## config.mk

```make
export PLATFORM = sky130hd
export DESIGN_NAME = tdm_switch_timing_control
export DESIGN_NICKNAME = d
export VERILOG_FILES = /design/src/tdm_timing_pkg.sv /design/src/tdm_switch_timing_control.sv
export SDC_FILE = /design/constraint.sdc
export NUM_CORES = 1
export LEC_CHECK = 0
export BUFFER_PORTS_ARGS = -buffer_cell sky130_fd_sc_hd__buf_2
export CORE_ASPECT_RATIO = 1.1
export CORE_UTILIZATION = 48
export DETAILED_ROUTE_END_ITERATION = 10
export PLACE_DENSITY = 0.8
export SLEW_MARGIN = 20
export SYNTH_ARGS = -nofsm -noshare
export SYNTH_HDL_FRONTEND = slang
export SYNTH_SLANG_ARGS = --single-unit
```

## constraint.sdc

```tcl
create_clock -name CLK -period 2.5 [get_ports CLK]
set_clock_uncertainty 0.1 [all_clocks]
set_input_delay 0.375 -clock CLK [delete_from_list [all_inputs] [get_ports CLK]]
set_output_delay 0.375 -clock CLK [all_outputs]
set_load 0.01 [all_outputs]
```

## src/tdm_timing_pkg.sv

```systemverilog
/*
 * Constants, register layout and carrier types for the TDM switch timing control block.
 * Assumes an AXI4-Lite master with 32-bit data and a 10 MHz system clock.
 */
package tdm_timing_pkg;

	localparam logic [31:0] DEVICE_CONTROL_OFFSET = 32'h0000_0000;
	localparam logic [31:0] TIMING_STATUS_OFFSET = 32'h0000_0004;
	localparam logic [15:0] DEVICE_CONTROL_RESET = 16'h0000;
	localparam logic [15:0] RESERVED_MASK = 16'hC000;

	localparam logic [1:0] MODE_MASTER = 2'h0;

	localparam logic [1:0] RATE_16M = 2'h0;
	localparam logic [1:0] RATE_8M = 2'h1;
	localparam logic [1:0] RATE_4M = 2'h2;

	localparam logic [8:0] PULSE_NS_16M = 9'h03D;
	localparam logic [8:0] PULSE_NS_8M = 9'h07A;
	localparam logic [8:0] PULSE_NS_4M = 9'h0F4;
	localparam logic [14:0] CLOCK_KHZ_16M = 15'h4000;
	localparam logic [14:0] CLOCK_KHZ_8M = 15'h2000;
	localparam logic [14:0] CLOCK_KHZ_4M = 15'h1000;

	localparam logic [1:0] RESP_OKAY = 2'h0;
	localparam logic [1:0] RESP_SLVERR = 2'h2;

	typedef struct packed {
		logic [1:0] reserved;
		logic slave_pll_enable;
		logic [1:0] operation_mode_sel;
		logic input_timing_loopback;
		logic frame_pulse_position;
		logic input_clock_polarity;
		logic frame_pulse_polarity;
		logic [1:0] input_rate_sel;
		logic [4:0] low_controls;
	} device_control_t;

	typedef struct packed {
		logic [2:0] unused;
		logic [7:0] frame_count;
		logic slave_mode;
		logic pll_active;
		logic loopback_active;
		logic split_outputs;
		logic rate_reserved;
	} timing_status_t;

endpackage

```

## src/tdm_switch_timing_control.sv

```systemverilog
/*
 * Device control register with its timing front end: mode, PLL gate, input source,
 * clock and pulse polarity, pulse position and rate decode, behind an AXI4-Lite slave.
 * Assumes timing pins synchronous to CLK and a master that keeps one write and one read open.
 */
// Design decisions made here: the AXI4-Lite slave port and the register addresses.
`timescale 1ns/1ps
module tdm_switch_timing_control
	import tdm_timing_pkg::*;
(
	input wire logic CLK,
	input wire logic SYS_RST,
	input wire logic [31:0] AWADDR,
	input wire logic AWVALID,
	output logic AWREADY,
	input wire logic [31:0] WDATA,
	input wire logic [3:0] WSTRB,
	input wire logic WVALID,
	output logic WREADY,
	output logic [1:0] BRESP,
	output logic BVALID,
	input wire logic BREADY,
	input wire logic [31:0] ARADDR,
	input wire logic ARVALID,
	output logic ARREADY,
	output logic [31:0] RDATA,
	output logic [1:0] RRESP,
	output logic RVALID,
	input wire logic RREADY,
	input wire logic OSCILLATOR_ENABLE,
	input wire logic INPUT_CLOCK_PIN,
	input wire logic INPUT_FRAME_PULSE_PIN,
	input wire logic CLOCK_OUTPUT_2,
	input wire logic FRAME_PULSE_OUTPUT_2,
	output logic SLAVE_MODE,
	output logic SLAVE_PLL_ACTIVE,
	output logic LOOPBACK_ACTIVE,
	output logic LOW_OUTPUT_SOURCE_INPUT,
	output logic HIGH_OUTPUT_SOURCE_REFERENCE,
	output logic FRAME_BOUNDARY,
	output logic [8:0] FRAME_PULSE_WIDTH_NS,
	output logic [14:0] INPUT_CLOCK_KHZ,
	output logic INPUT_RATE_RESERVED,
	output logic [4:0] LOW_CONTROLS
);

	device_control_t ctrl;
	timing_status_t status;
	logic aw_held;
	logic w_held;
	logic [31:0] wr_addr;
	logic [31:0] wr_data;
	logic [3:0] wr_strb;
	logic do_write;
	logic next_aw_held;
	logic next_w_held;
	logic next_bvalid;
	logic next_rvalid;
	logic [15:0] write_value;
	logic [31:0] read_data;
	logic [1:0] read_resp;
	logic is_slave_now;
	logic loop_now;
	logic src_clk;
	logic src_fp;
	logic prev_clk;
	logic fp_last_edge;
	logic boundary_edge;
	logic fp_active;
	logic frame_hit;

	// Write channel bookkeeping and the next read valid
	always_comb begin
		do_write = aw_held && w_held && !BVALID;
		next_aw_held = (aw_held || (AWVALID && AWREADY)) && !do_write;
		next_w_held = (w_held || (WVALID && WREADY)) && !do_write;
		next_bvalid = do_write || (BVALID && !BREADY);
		next_rvalid = (ARVALID && ARREADY) || (RVALID && !RREADY);
	end

	always_ff @(posedge CLK) begin
		if (SYS_RST) begin
			aw_held <= 1'b0;
			w_held <= 1'b0;
			AWREADY <= 1'b0;
			WREADY <= 1'b0;
			BVALID <= 1'b0;
			BRESP <= RESP_OKAY;
			wr_addr <= 32'h0000_0000;
			wr_data <= 32'h0000_0000;
			wr_strb <= 4'h0;
		end else begin
			aw_held <= next_aw_held;
			w_held <= next_w_held;
			AWREADY <= !next_aw_held && !next_bvalid;
			WREADY <= !next_w_held && !next_bvalid;
			BVALID <= next_bvalid;
			if (AWVALID && AWREADY) begin
				wr_addr <= AWADDR;
			end
			if (WVALID && WREADY) begin
				wr_data <= WDATA;
				wr_strb <= WSTRB;
			end
			if (do_write) begin
				BRESP <= ({wr_addr[31:2], 2'b00} == DEVICE_CONTROL_OFFSET) ? RESP_OKAY : RESP_SLVERR;
			end
		end
	end

	// Byte lanes applied to the control word; reserved bits forced to zero
	always_comb begin
		write_value = ctrl;
		if (wr_strb[0]) begin
			write_value[7:0] = wr_data[7:0];
		end
		if (wr_strb[1]) begin
			write_value[15:8] = wr_data[15:8];
		end
		write_value = write_value & ~RESERVED_MASK;
	end

	always_ff @(posedge CLK) begin
		if (SYS_RST) begin
			ctrl <= DEVICE_CONTROL_RESET;
		end else if (do_write && {wr_addr[31:2], 2'b00} == DEVICE_CONTROL_OFFSET) begin
			ctrl <= write_value;
		end
	end

	// Read channel
	always_comb begin
		read_data = 32'h0000_0000;
		read_resp = RESP_OKAY;
		if ({ARADDR[31:2], 2'b00} == DEVICE_CONTROL_OFFSET) begin
			read_data = {16'h0000, ctrl};
		end else if ({ARADDR[31:2], 2'b00} == TIMING_STATUS_OFFSET) begin
			read_data = {16'h0000, status};
		end else begin
			read_resp = RESP_SLVERR;
		end
	end

	always_ff @(posedge CLK) begin
		if (SYS_RST) begin
			ARREADY <= 1'b0;
			RVALID <= 1'b0;
			RDATA <= 32'h0000_0000;
			RRESP <= RESP_OKAY;
		end else begin
			ARREADY <= !next_rvalid;
			RVALID <= next_rvalid;
			if (ARVALID && ARREADY) begin
				RDATA <= read_data;
				RRESP <= read_resp;
			end
		end
	end

	// Mode, PLL gate and output source decode
	always_comb begin
		is_slave_now = ctrl.operation_mode_sel != MODE_MASTER;
		loop_now = ctrl.input_timing_loopback && !is_slave_now;
	end

	always_ff @(posedge CLK) begin
		if (SYS_RST) begin
			SLAVE_MODE <= 1'b0;
			SLAVE_PLL_ACTIVE <= 1'b0;
			LOOPBACK_ACTIVE <= 1'b0;
			LOW_OUTPUT_SOURCE_INPUT <= 1'b0;
			HIGH_OUTPUT_SOURCE_REFERENCE <= 1'b0;
			LOW_CONTROLS <= 5'h00;
		end else begin
			SLAVE_MODE <= is_slave_now;
			SLAVE_PLL_ACTIVE <= is_slave_now && ctrl.slave_pll_enable && OSCILLATOR_ENABLE;
			LOOPBACK_ACTIVE <= loop_now;
			LOW_OUTPUT_SOURCE_INPUT <= is_slave_now && ctrl.slave_pll_enable && OSCILLATOR_ENABLE;
			HIGH_OUTPUT_SOURCE_REFERENCE <= is_slave_now && ctrl.slave_pll_enable && OSCILLATOR_ENABLE;
			LOW_CONTROLS <= ctrl.low_controls;
		end
	end

	// Rate decode
	always_ff @(posedge CLK) begin
		if (SYS_RST) begin
			FRAME_PULSE_WIDTH_NS <= PULSE_NS_16M;
			INPUT_CLOCK_KHZ <= CLOCK_KHZ_16M;
			INPUT_RATE_RESERVED <= 1'b0;
		end else begin
			case (ctrl.input_rate_sel)
				RATE_16M: begin
					FRAME_PULSE_WIDTH_NS <= PULSE_NS_16M;
					INPUT_CLOCK_KHZ <= CLOCK_KHZ_16M;
					INPUT_RATE_RESERVED <= 1'b0;
				end
				RATE_8M: begin
					FRAME_PULSE_WIDTH_NS <= PULSE_NS_8M;
					INPUT_CLOCK_KHZ <= CLOCK_KHZ_8M;
					INPUT_RATE_RESERVED <= 1'b0;
				end
				RATE_4M: begin
					FRAME_PULSE_WIDTH_NS <= PULSE_NS_4M;
					INPUT_CLOCK_KHZ <= CLOCK_KHZ_4M;
					INPUT_RATE_RESERVED <= 1'b0;
				end
				default: begin
					FRAME_PULSE_WIDTH_NS <= 9'h000;
					INPUT_CLOCK_KHZ <= 15'h0000;
					INPUT_RATE_RESERVED <= 1'b1;
				end
			endcase
		end
	end

	// Input timing source, sampled once
	always_ff @(posedge CLK) begin
		if (SYS_RST) begin
			src_clk <= 1'b0;
			src_fp <= 1'b0;
			prev_clk <= 1'b0;
		end else begin
			src_clk <= loop_now ? CLOCK_OUTPUT_2 : INPUT_CLOCK_PIN;
			src_fp <= loop_now ? FRAME_PULSE_OUTPUT_2 : INPUT_FRAME_PULSE_PIN;
			prev_clk <= src_clk;
		end
	end

	// Frame boundary detection
	always_comb begin
		boundary_edge = ctrl.input_clock_polarity ? (src_clk && !prev_clk) : (!src_clk && prev_clk);
		fp_active = src_fp == ctrl.frame_pulse_polarity;
		frame_hit = boundary_edge && fp_active && (!ctrl.frame_pulse_position || !fp_last_edge);
	end

	always_ff @(posedge CLK) begin
		if (SYS_RST) begin
			fp_last_edge <= 1'b0;
			FRAME_BOUNDARY <= 1'b0;
		end else begin
			if (boundary_edge) begin
				fp_last_edge <= fp_active;
			end
			FRAME_BOUNDARY <= frame_hit;
		end
	end

	// Status word
	always_ff @(posedge CLK) begin
		if (SYS_RST) begin
			status <= '0;
		end else begin
			if (frame_hit) begin
				status.frame_count <= status.frame_count + 8'h01;
			end
			status.slave_mode <= is_slave_now;
			status.pll_active <= is_slave_now && ctrl.slave_pll_enable && OSCILLATOR_ENABLE;
			status.loopback_active <= loop_now;
			status.split_outputs <= is_slave_now && ctrl.slave_pll_enable && OSCILLATOR_ENABLE;
			status.rate_reserved <= ctrl.input_rate_sel == 2'h3;
		end
	end
endmodule

```

==> run metrics, run 1 <==
Top FF cell, synth=dfxtp_1; number of core rows=37; vias in the first global route=roughly 3500; # DRC=0; post-CTS setup repair buffer count=0; dominant cell type by area after synthesis=dfxtp_1; Crit path max-delay family=simple AND/OR/NAND/NOR gates; largest cells by area after synthesis=dfxtp_1, nand2_1, a21oi_1, buf_4, mux2i_1; Adder-Cell Fraction of Synth Area=approximately 1.9%; n_diodes=0; Yosys cell types=34; Starting Density=between 40% and 50%; mux cell area share after synthesis=around 5.7%; crit start category=register; Multi-input gate area=approximately 0.0021 sq mm; first-pass GRT wire length=15.66 mm; aggregate global routing overflow=0; Vert. Die Dim=approximately 110 um; Clock transition at path regs=about 0.11 ns; max-slew violations=0; DIE WIDTH=approximately 96 um; Yosys top cell area share=48.35%; clock root cell=clkbuf_8; CP Capture Type=register; Fin Setup TNS=0 ns; R2R Path End=ctrl[0]$_SDFFE_PP0P_; Tot Pwr=between 3 and 4 mW; I/O pin count=around 190; crit-path max cell delay=around 0.35 ns; post-DP HPWL=7.402 mm; register area share after synthesis=about half; final std cells w/o fill=771; htree depth=3; Hold Path Stages=2; Hold Path End=status[1]$_SDFF_PP0_; WS Path Type=register to register; cell area after synthesis=roughly 0.0046 sq mm; pre-CTS setup slack=between 0.3 and 0.4 ns; cells after synthesis=about 540; CTS hold repair buffers=0; FF+latch area=0.002242 sq mm; clock buffer depth=2; leakage=approximately 2.3 nW; Req. time, crit path=approximately 2.7 ns; Layout Nets=768; initial DRC count=137; Via density=4.951; Synth Area in Compound Gates=a little under a tenth; Area growth, synth to finish=16.30%; Die Area=around 0.010 sq mm; Post-CTS Resized=0; XOR/XNOR share of the synthesized area=less than 1%; Setup WS post-layout=0.4113 ns; ANT nets after route=0; Pwr Density=~600 mW/mm^2; RR Startpoint=wr_addr[6]$_SDFFE_PP0P_; Worst Path Max Fanout=8; overall routing resource usage=19.91%; PortBufs=131; WP data arrival=~2.3 ns; Final setup viols=0; CP max stage cell=mux2_2; core area=0.009351 sq mm; asr flop ratio synth=0%; reg-to-reg slack, setup=approximately 0.4 ns; HP Class=input port to register; share of layout cells above drive strength 1=about a quarter; Worst Reg-to-Reg Cells=5; RSZ-0062 raised after global routing=false; simple-gate share of the synthesized area=about a quarter; Worst IR Drop VDD=341.5 uV; routed length per instance=approximately 13 um; max-cap violations=0; crit-path cells=nor4_1 > nand4_1 > nor4_4 > buf_4 > mux2_2; largest family of logic cells by synthesized area=simple AND/OR/NAND/NOR gates; global placer's final weighted congestion=a little over 0.8; fin crit share=between 80% and 90%; worst hold slack=0.1309 ns; Pre-antenna DRT Iters=6; Worst slew margin=33.15%; Inst Count DP=around 760; slew at the pin closest to its max-slew limit=0.9983 ns; initial antenna violation count=0; detailed-route via count=3817; post-synthesis average cell area=8.603 sq um; TritonCTS Buffers=9; Final min period=2.089 ns; Buf/Inv on CP=1; hold path start=OSCILLATOR_ENABLE; number of flops mapped to enable cells by yosys=0; final hold viol count=0; fillcell total=between 800 and 900; clock sinks=around 110; CTS tree=done; register bit count reported by yosys=approximately 110; worst-skew pair later-pin latency=roughly 0.37 ns; Fmax=between 400 and 500 MHz; largest net degree at the start of global routing=slightly above 80; drt total wl=slightly below 10 mm; synth warn=0; status=finished, final reports clean
==> cells by family (layout without fill, tap and decap cells) <==
kind of cell | count (synthesis) | after routing
compound gates | 80 | 80
xor+xnor | 2 | 2
fa+ha+maj | 7 | 7
buf+inv | 76 | 159
flops | 112 | 112
mux | 26 | 26
other cells | 1 | 33
simple gates | 235 | 235
==> synth_stat cells, drive strengths merged (4+ instances only) <==
master  instances
ha              7
inv             7
nand4           4
dfxtp         112
nand2b         18
nor2           19
nor2b          17
buf            45
nor4           17
a21oi          67
mux2i          21
or4            15
nand2         118
clkbuf         24
nor3            9
o21ai           5
mux2            5
nand3           6
==> registers in the layout, indices dropped and copies added, names as in the netlist, 2 cells and up <==
register / cells
FRAME_PULSE_WIDTH_NS: 6
LOW_CONTROLS: 5
RDATA: 14
ctrl: 14
status: 11
wr_addr: 30
wr_data: 14
wr_strb: 2
==> worst max-delay path by stage <==
stage	to	cells past startpoint	startpoint
final	ctrl[0]$_SDFFE_PP0P_	5	wr_addr[6]$_SDFFE_PP0P_
after floorplan	ctrl[0]$_SDFFE_PP0P_	4	wr_addr[9]$_SDFFE_PP0P_
after global placement	ctrl[4]$_SDFFE_PP0P_	5	wr_addr[25]$_SDFFE_PP0P_
after detailed placement	ctrl[0]$_SDFFE_PP0P_	5	wr_addr[25]$_SDFFE_PP0P_
after global routing	status[11]$_SDFFE_PP0P_	4	ctrl[8]$_SDFFE_PP0P_
after CTS	ctrl[0]$_SDFFE_PP0P_	5	wr_addr[25]$_SDFFE_PP0P_
==> layout by cell type (no fill, tap or decap), types with 15 or more instances in the layout <==
| cell | Yosys | layout |
|---|---|---|
| a21oi_1 | 67 | 67 |
| buf_2 | 1 | 130 |
| conb_1 | 1 | 33 |
| dfxtp_1 | 112 | 112 |
| mux2i_1 | 21 | 21 |
| nand2_1 | 118 | 118 |
| nand2b_1 | 18 | 18 |
| nor2_1 | 19 | 19 |
| nor2b_1 | 17 | 17 |
| nor4_1 | 15 | 15 |
| or4_1 | 15 | 15 |
==> layout make-up <==
type                    count  area share [%]
repair buffers            136           12.90
flip-flops and latches    112           41.58
well taps                 117           2.715
multi-input cells         383           38.61
clock buffers              10           2.367
clock inverters             6           1.346
inverters                   7          0.4872
==> through the flow <==
step	area [sq um]	util [%]
2_1_floorplan	4757	-
3_3_place_gp	5192	55.53
3_5_place_dp	5192	55.53
4_1_cts	5393	57.67
5_1_grt	5393	57.67
6_report	5393	57.67
==> per-layer routing <==
metal	track usage [%]	vias to the layer above	part of all wire, %
li1	-	1955	-
met1	24.46	1730	43
met5	0	-	0
met3	4.003	10	6.0
met2	34.49	122	49
met4	5.970	0	1.2
==> power breakdown <==
| group | internal, mW | leakage [nW] | total, mW | switching [mW] |
|---|---|---|---|---|
| Clock | 0.481 | 0.104 | 1.08 | 0.604 |
| Combinational | 0.113 | 1.24 | 0.291 | 0.178 |
| Sequential | 1.83 | 0.909 | 1.86 | 0.0265 |
(Power assumes the default switching activity.)
==> run 2: changes to the inputs <==
Settings changed: CORE_UTILIZATION 48 to 43, PLACE_DENSITY 0.8 to 0.75.
Clock period 2.5 ns to 1.7 ns, I/O delays scaled along.
==> run 2 against run 1 <==
The run now ends with negative setup slack left; critical path type unchanged; cell area increased by 8.2%; largest cell class unchanged; largest power group unchanged; register-to-register slack worse by 0.45 ns; critical endpoint is now ctrl[3]$_SDFFE_PP0P_; sequential power up 48%; sequential cell count did not move; first-iteration DRC count increased by 29%; routed wire length up 10%.
==> run metrics, run 2 (synthesis results as in run 1) <==
status=finished, violations left; violated checks=negative setup slack; clock root cell=clkbuf_16; Final min period=1.737 ns (-0.3516 ns); Area growth, synth to finish=25.82%; routed length per instance=13.18 um (+4.0%); crit start category=register; Starting Density=44.40% (-5.2 points); worst hold slack=0.04664 ns (-0.08427 ns); PortBufs=131 (unchanged); Worst slew margin=64.70% (+32 points); number of core rows=39 (+5.4%); clock buffer depth=2 (unchanged); Worst Path Max Fanout=7 (-1); Pre-antenna DRT Iters=4 (-2); Clock transition at path regs=0.08 ns (-0.03 ns); most common cell after layout, fill and taps aside=buf_2; # DRC=0 (unchanged); Fin Setup TNS=-0.1931 ns (-0.1931 ns); first-pass GRT wire length=17.14 mm (+9.5%); WP data arrival=1.87 ns (-0.38 ns); RSZ-0062 raised after global routing=true; slew at the pin closest to its max-slew limit=0.5282 ns (-0.4701 ns); Req. time, crit path=1.83 ns (-0.83 ns); leakage=2.440 nW (+8.3%); Fmax=575.7 MHz (+20%); Most flops, register=wr_addr; global placer's final weighted congestion=0.8495 (+3.9%); max-cap violations=0 (unchanged); n_diodes=0 (unchanged); Via density=4.817 (-2.7%); overall routing resource usage=19.45% (-0.46 points); drt total wl=10.75 mm (+10%); Worst IR Drop VDD=473.4 uV (+39%); Layout Cell Area excl Fill=0.005834 sq mm (+8.2%); HP Class=input port to register; core area=0.01044 sq mm (+12%); worst-skew pair later-pin latency=0.34 ns (-0.03 ns); post-DP HPWL=8.128 mm (+9.8%); WS Path Type=register to register; detailed-route via count=3931 (+3.0%); Post-DP Area=0.005418 sq mm (+4.3%); I/O pin count=189 (unchanged); largest net degree at the start of global routing=56 (-31%); TritonCTS Buffers=9 (unchanged); Final setup viols=11 (+11); aggregate global routing overflow=0 (unchanged); max-slew violations=0 (unchanged); htree depth=3 (unchanged); fin crit share=102.2% (+19 points); Pwr Density=893.7 mW/mm^2 (+49%); clock sinks=112 (unchanged); initial antenna violation count=0 (unchanged); Die Area=0.01120 sq mm (+11%); most frequent cells in the layout=buf_2, nand2_1, dfxtp_1; CTS tree=done; post-CTS setup repair buffer count=0 (unchanged); Vert. Die Dim=110.9 um (+5.5%); vias in the first global route=3743 (+7.7%); Layout Nets=787 (+2.5%); share of layout cells above drive strength 1=28.97% (+4.5 points); initial DRC count=177 (+29%); final hold viol count=0 (unchanged); CP Capture Type=register; max reg flops=30 (unchanged); DIE WIDTH=101.0 um (+5.5%); Setup WS post-layout=-0.03715 ns (-0.4484 ns); ANT nets after route=0 (unchanged)
-- run 2: cell count changes in the layout (fill, tap and decap cells not counted), moves of 2 or more --
cell and change:
buf_12 +4, buf_4 +10, buf_6 +5, clkbuf_16 +9, clkbuf_8 -9, clkinv_4 +2
dfxtp_1 -6, dfxtp_2 +6, mux2_2 -5, mux2_4 +5, nor4_1 -7, nor4_2 +3
nor4_4 +4
-- run 2: stage by stage --
stage | power (mW) | utilization [%] | setup slack [ns] | cells
floorplan | 3.118 | - | -0.1966 | 571
global placement | 3.262 | 51.88 | -0.1739 | 800
detailed placement | 3.280 | 51.88 | -0.1923 | 800
CTS | 5.241 | 55.39 | -0.06387 | 816
global route | 5.440 | 55.87 | -0.1614 | 816
finish | 5.214 | 55.87 | -0.03715 | 816
-- run 2: what timing repair did --
action / CTS / global route
hold buffers: 0 / 0
pin swaps: 9 / 7
gates resized for setup: 19 / 11
setup endpoints to repair: 19 / 22
cloned: 0 / 0
-- run 2: path summary, 6_finish.rpt --
path | cells past startpoint | start | endpoint | slack (ns)
setup / recovery | 5 | wr_addr[19]$_SDFFE_PP0P_ | ctrl[3]$_SDFFE_PP0P_ | -0.04
hold / removal | 3 | WDATA[3] | wr_data[3]$_SDFFE_PP0P_ | 0.05
setup reg to reg | 5 | wr_addr[19]$_SDFFE_PP0P_ | ctrl[3]$_SDFFE_PP0P_ | -0.04
hold reg to reg | 2 | RDATA[5]$_SDFFE_PP0P_ | RDATA[5]$_SDFFE_PP0P_ | 0.35
-- run 2: critical path: stages (launching register included) --
cell and delay [ns]:
dfxtp_1 0.34, nor4_4 0.31, nand3_2 0.15, nor4_4 0.24
buf_6 0.19, mux2_4 0.30
-- run 2: area by class of cell --
| type | count | area, sq um |
|---|---|---|
| Clock inverter | 6 | 51.30 |
| Sequential cell | 112 | 2250 |
| Clock buffer | 10 | 229.0 |
| Multi-Input combinational cell | 383 | 2192 |
| Timing Repair Buffer | 155 | 907.1 |
| Inverter | 7 | 26.28 |
| Tap cell | 143 | 178.9 |
| Fill cell | 959 | 4608 |
-- run 2: power breakdown --
part	total (mW)	switching [mW]	internal, mW
Clock	1.96	0.942	1.02
Sequential	2.75	0.0531	2.70
Combinational	0.505	0.279	0.226
-- run 2: per-layer routing --
| metal | global-route usage [%] | vias up | wire, um |
|---|---|---|---|
| li1 | - | 2002 | - |
| met1 | 23.44 | 1791 | 4667 |
| met2 | 33.88 | 120 | 5373 |
| met3 | 2.711 | 18 | 452 |
| met4 | 8.792 | 0 | 259 |
| met5 | 0 | - | 0 |
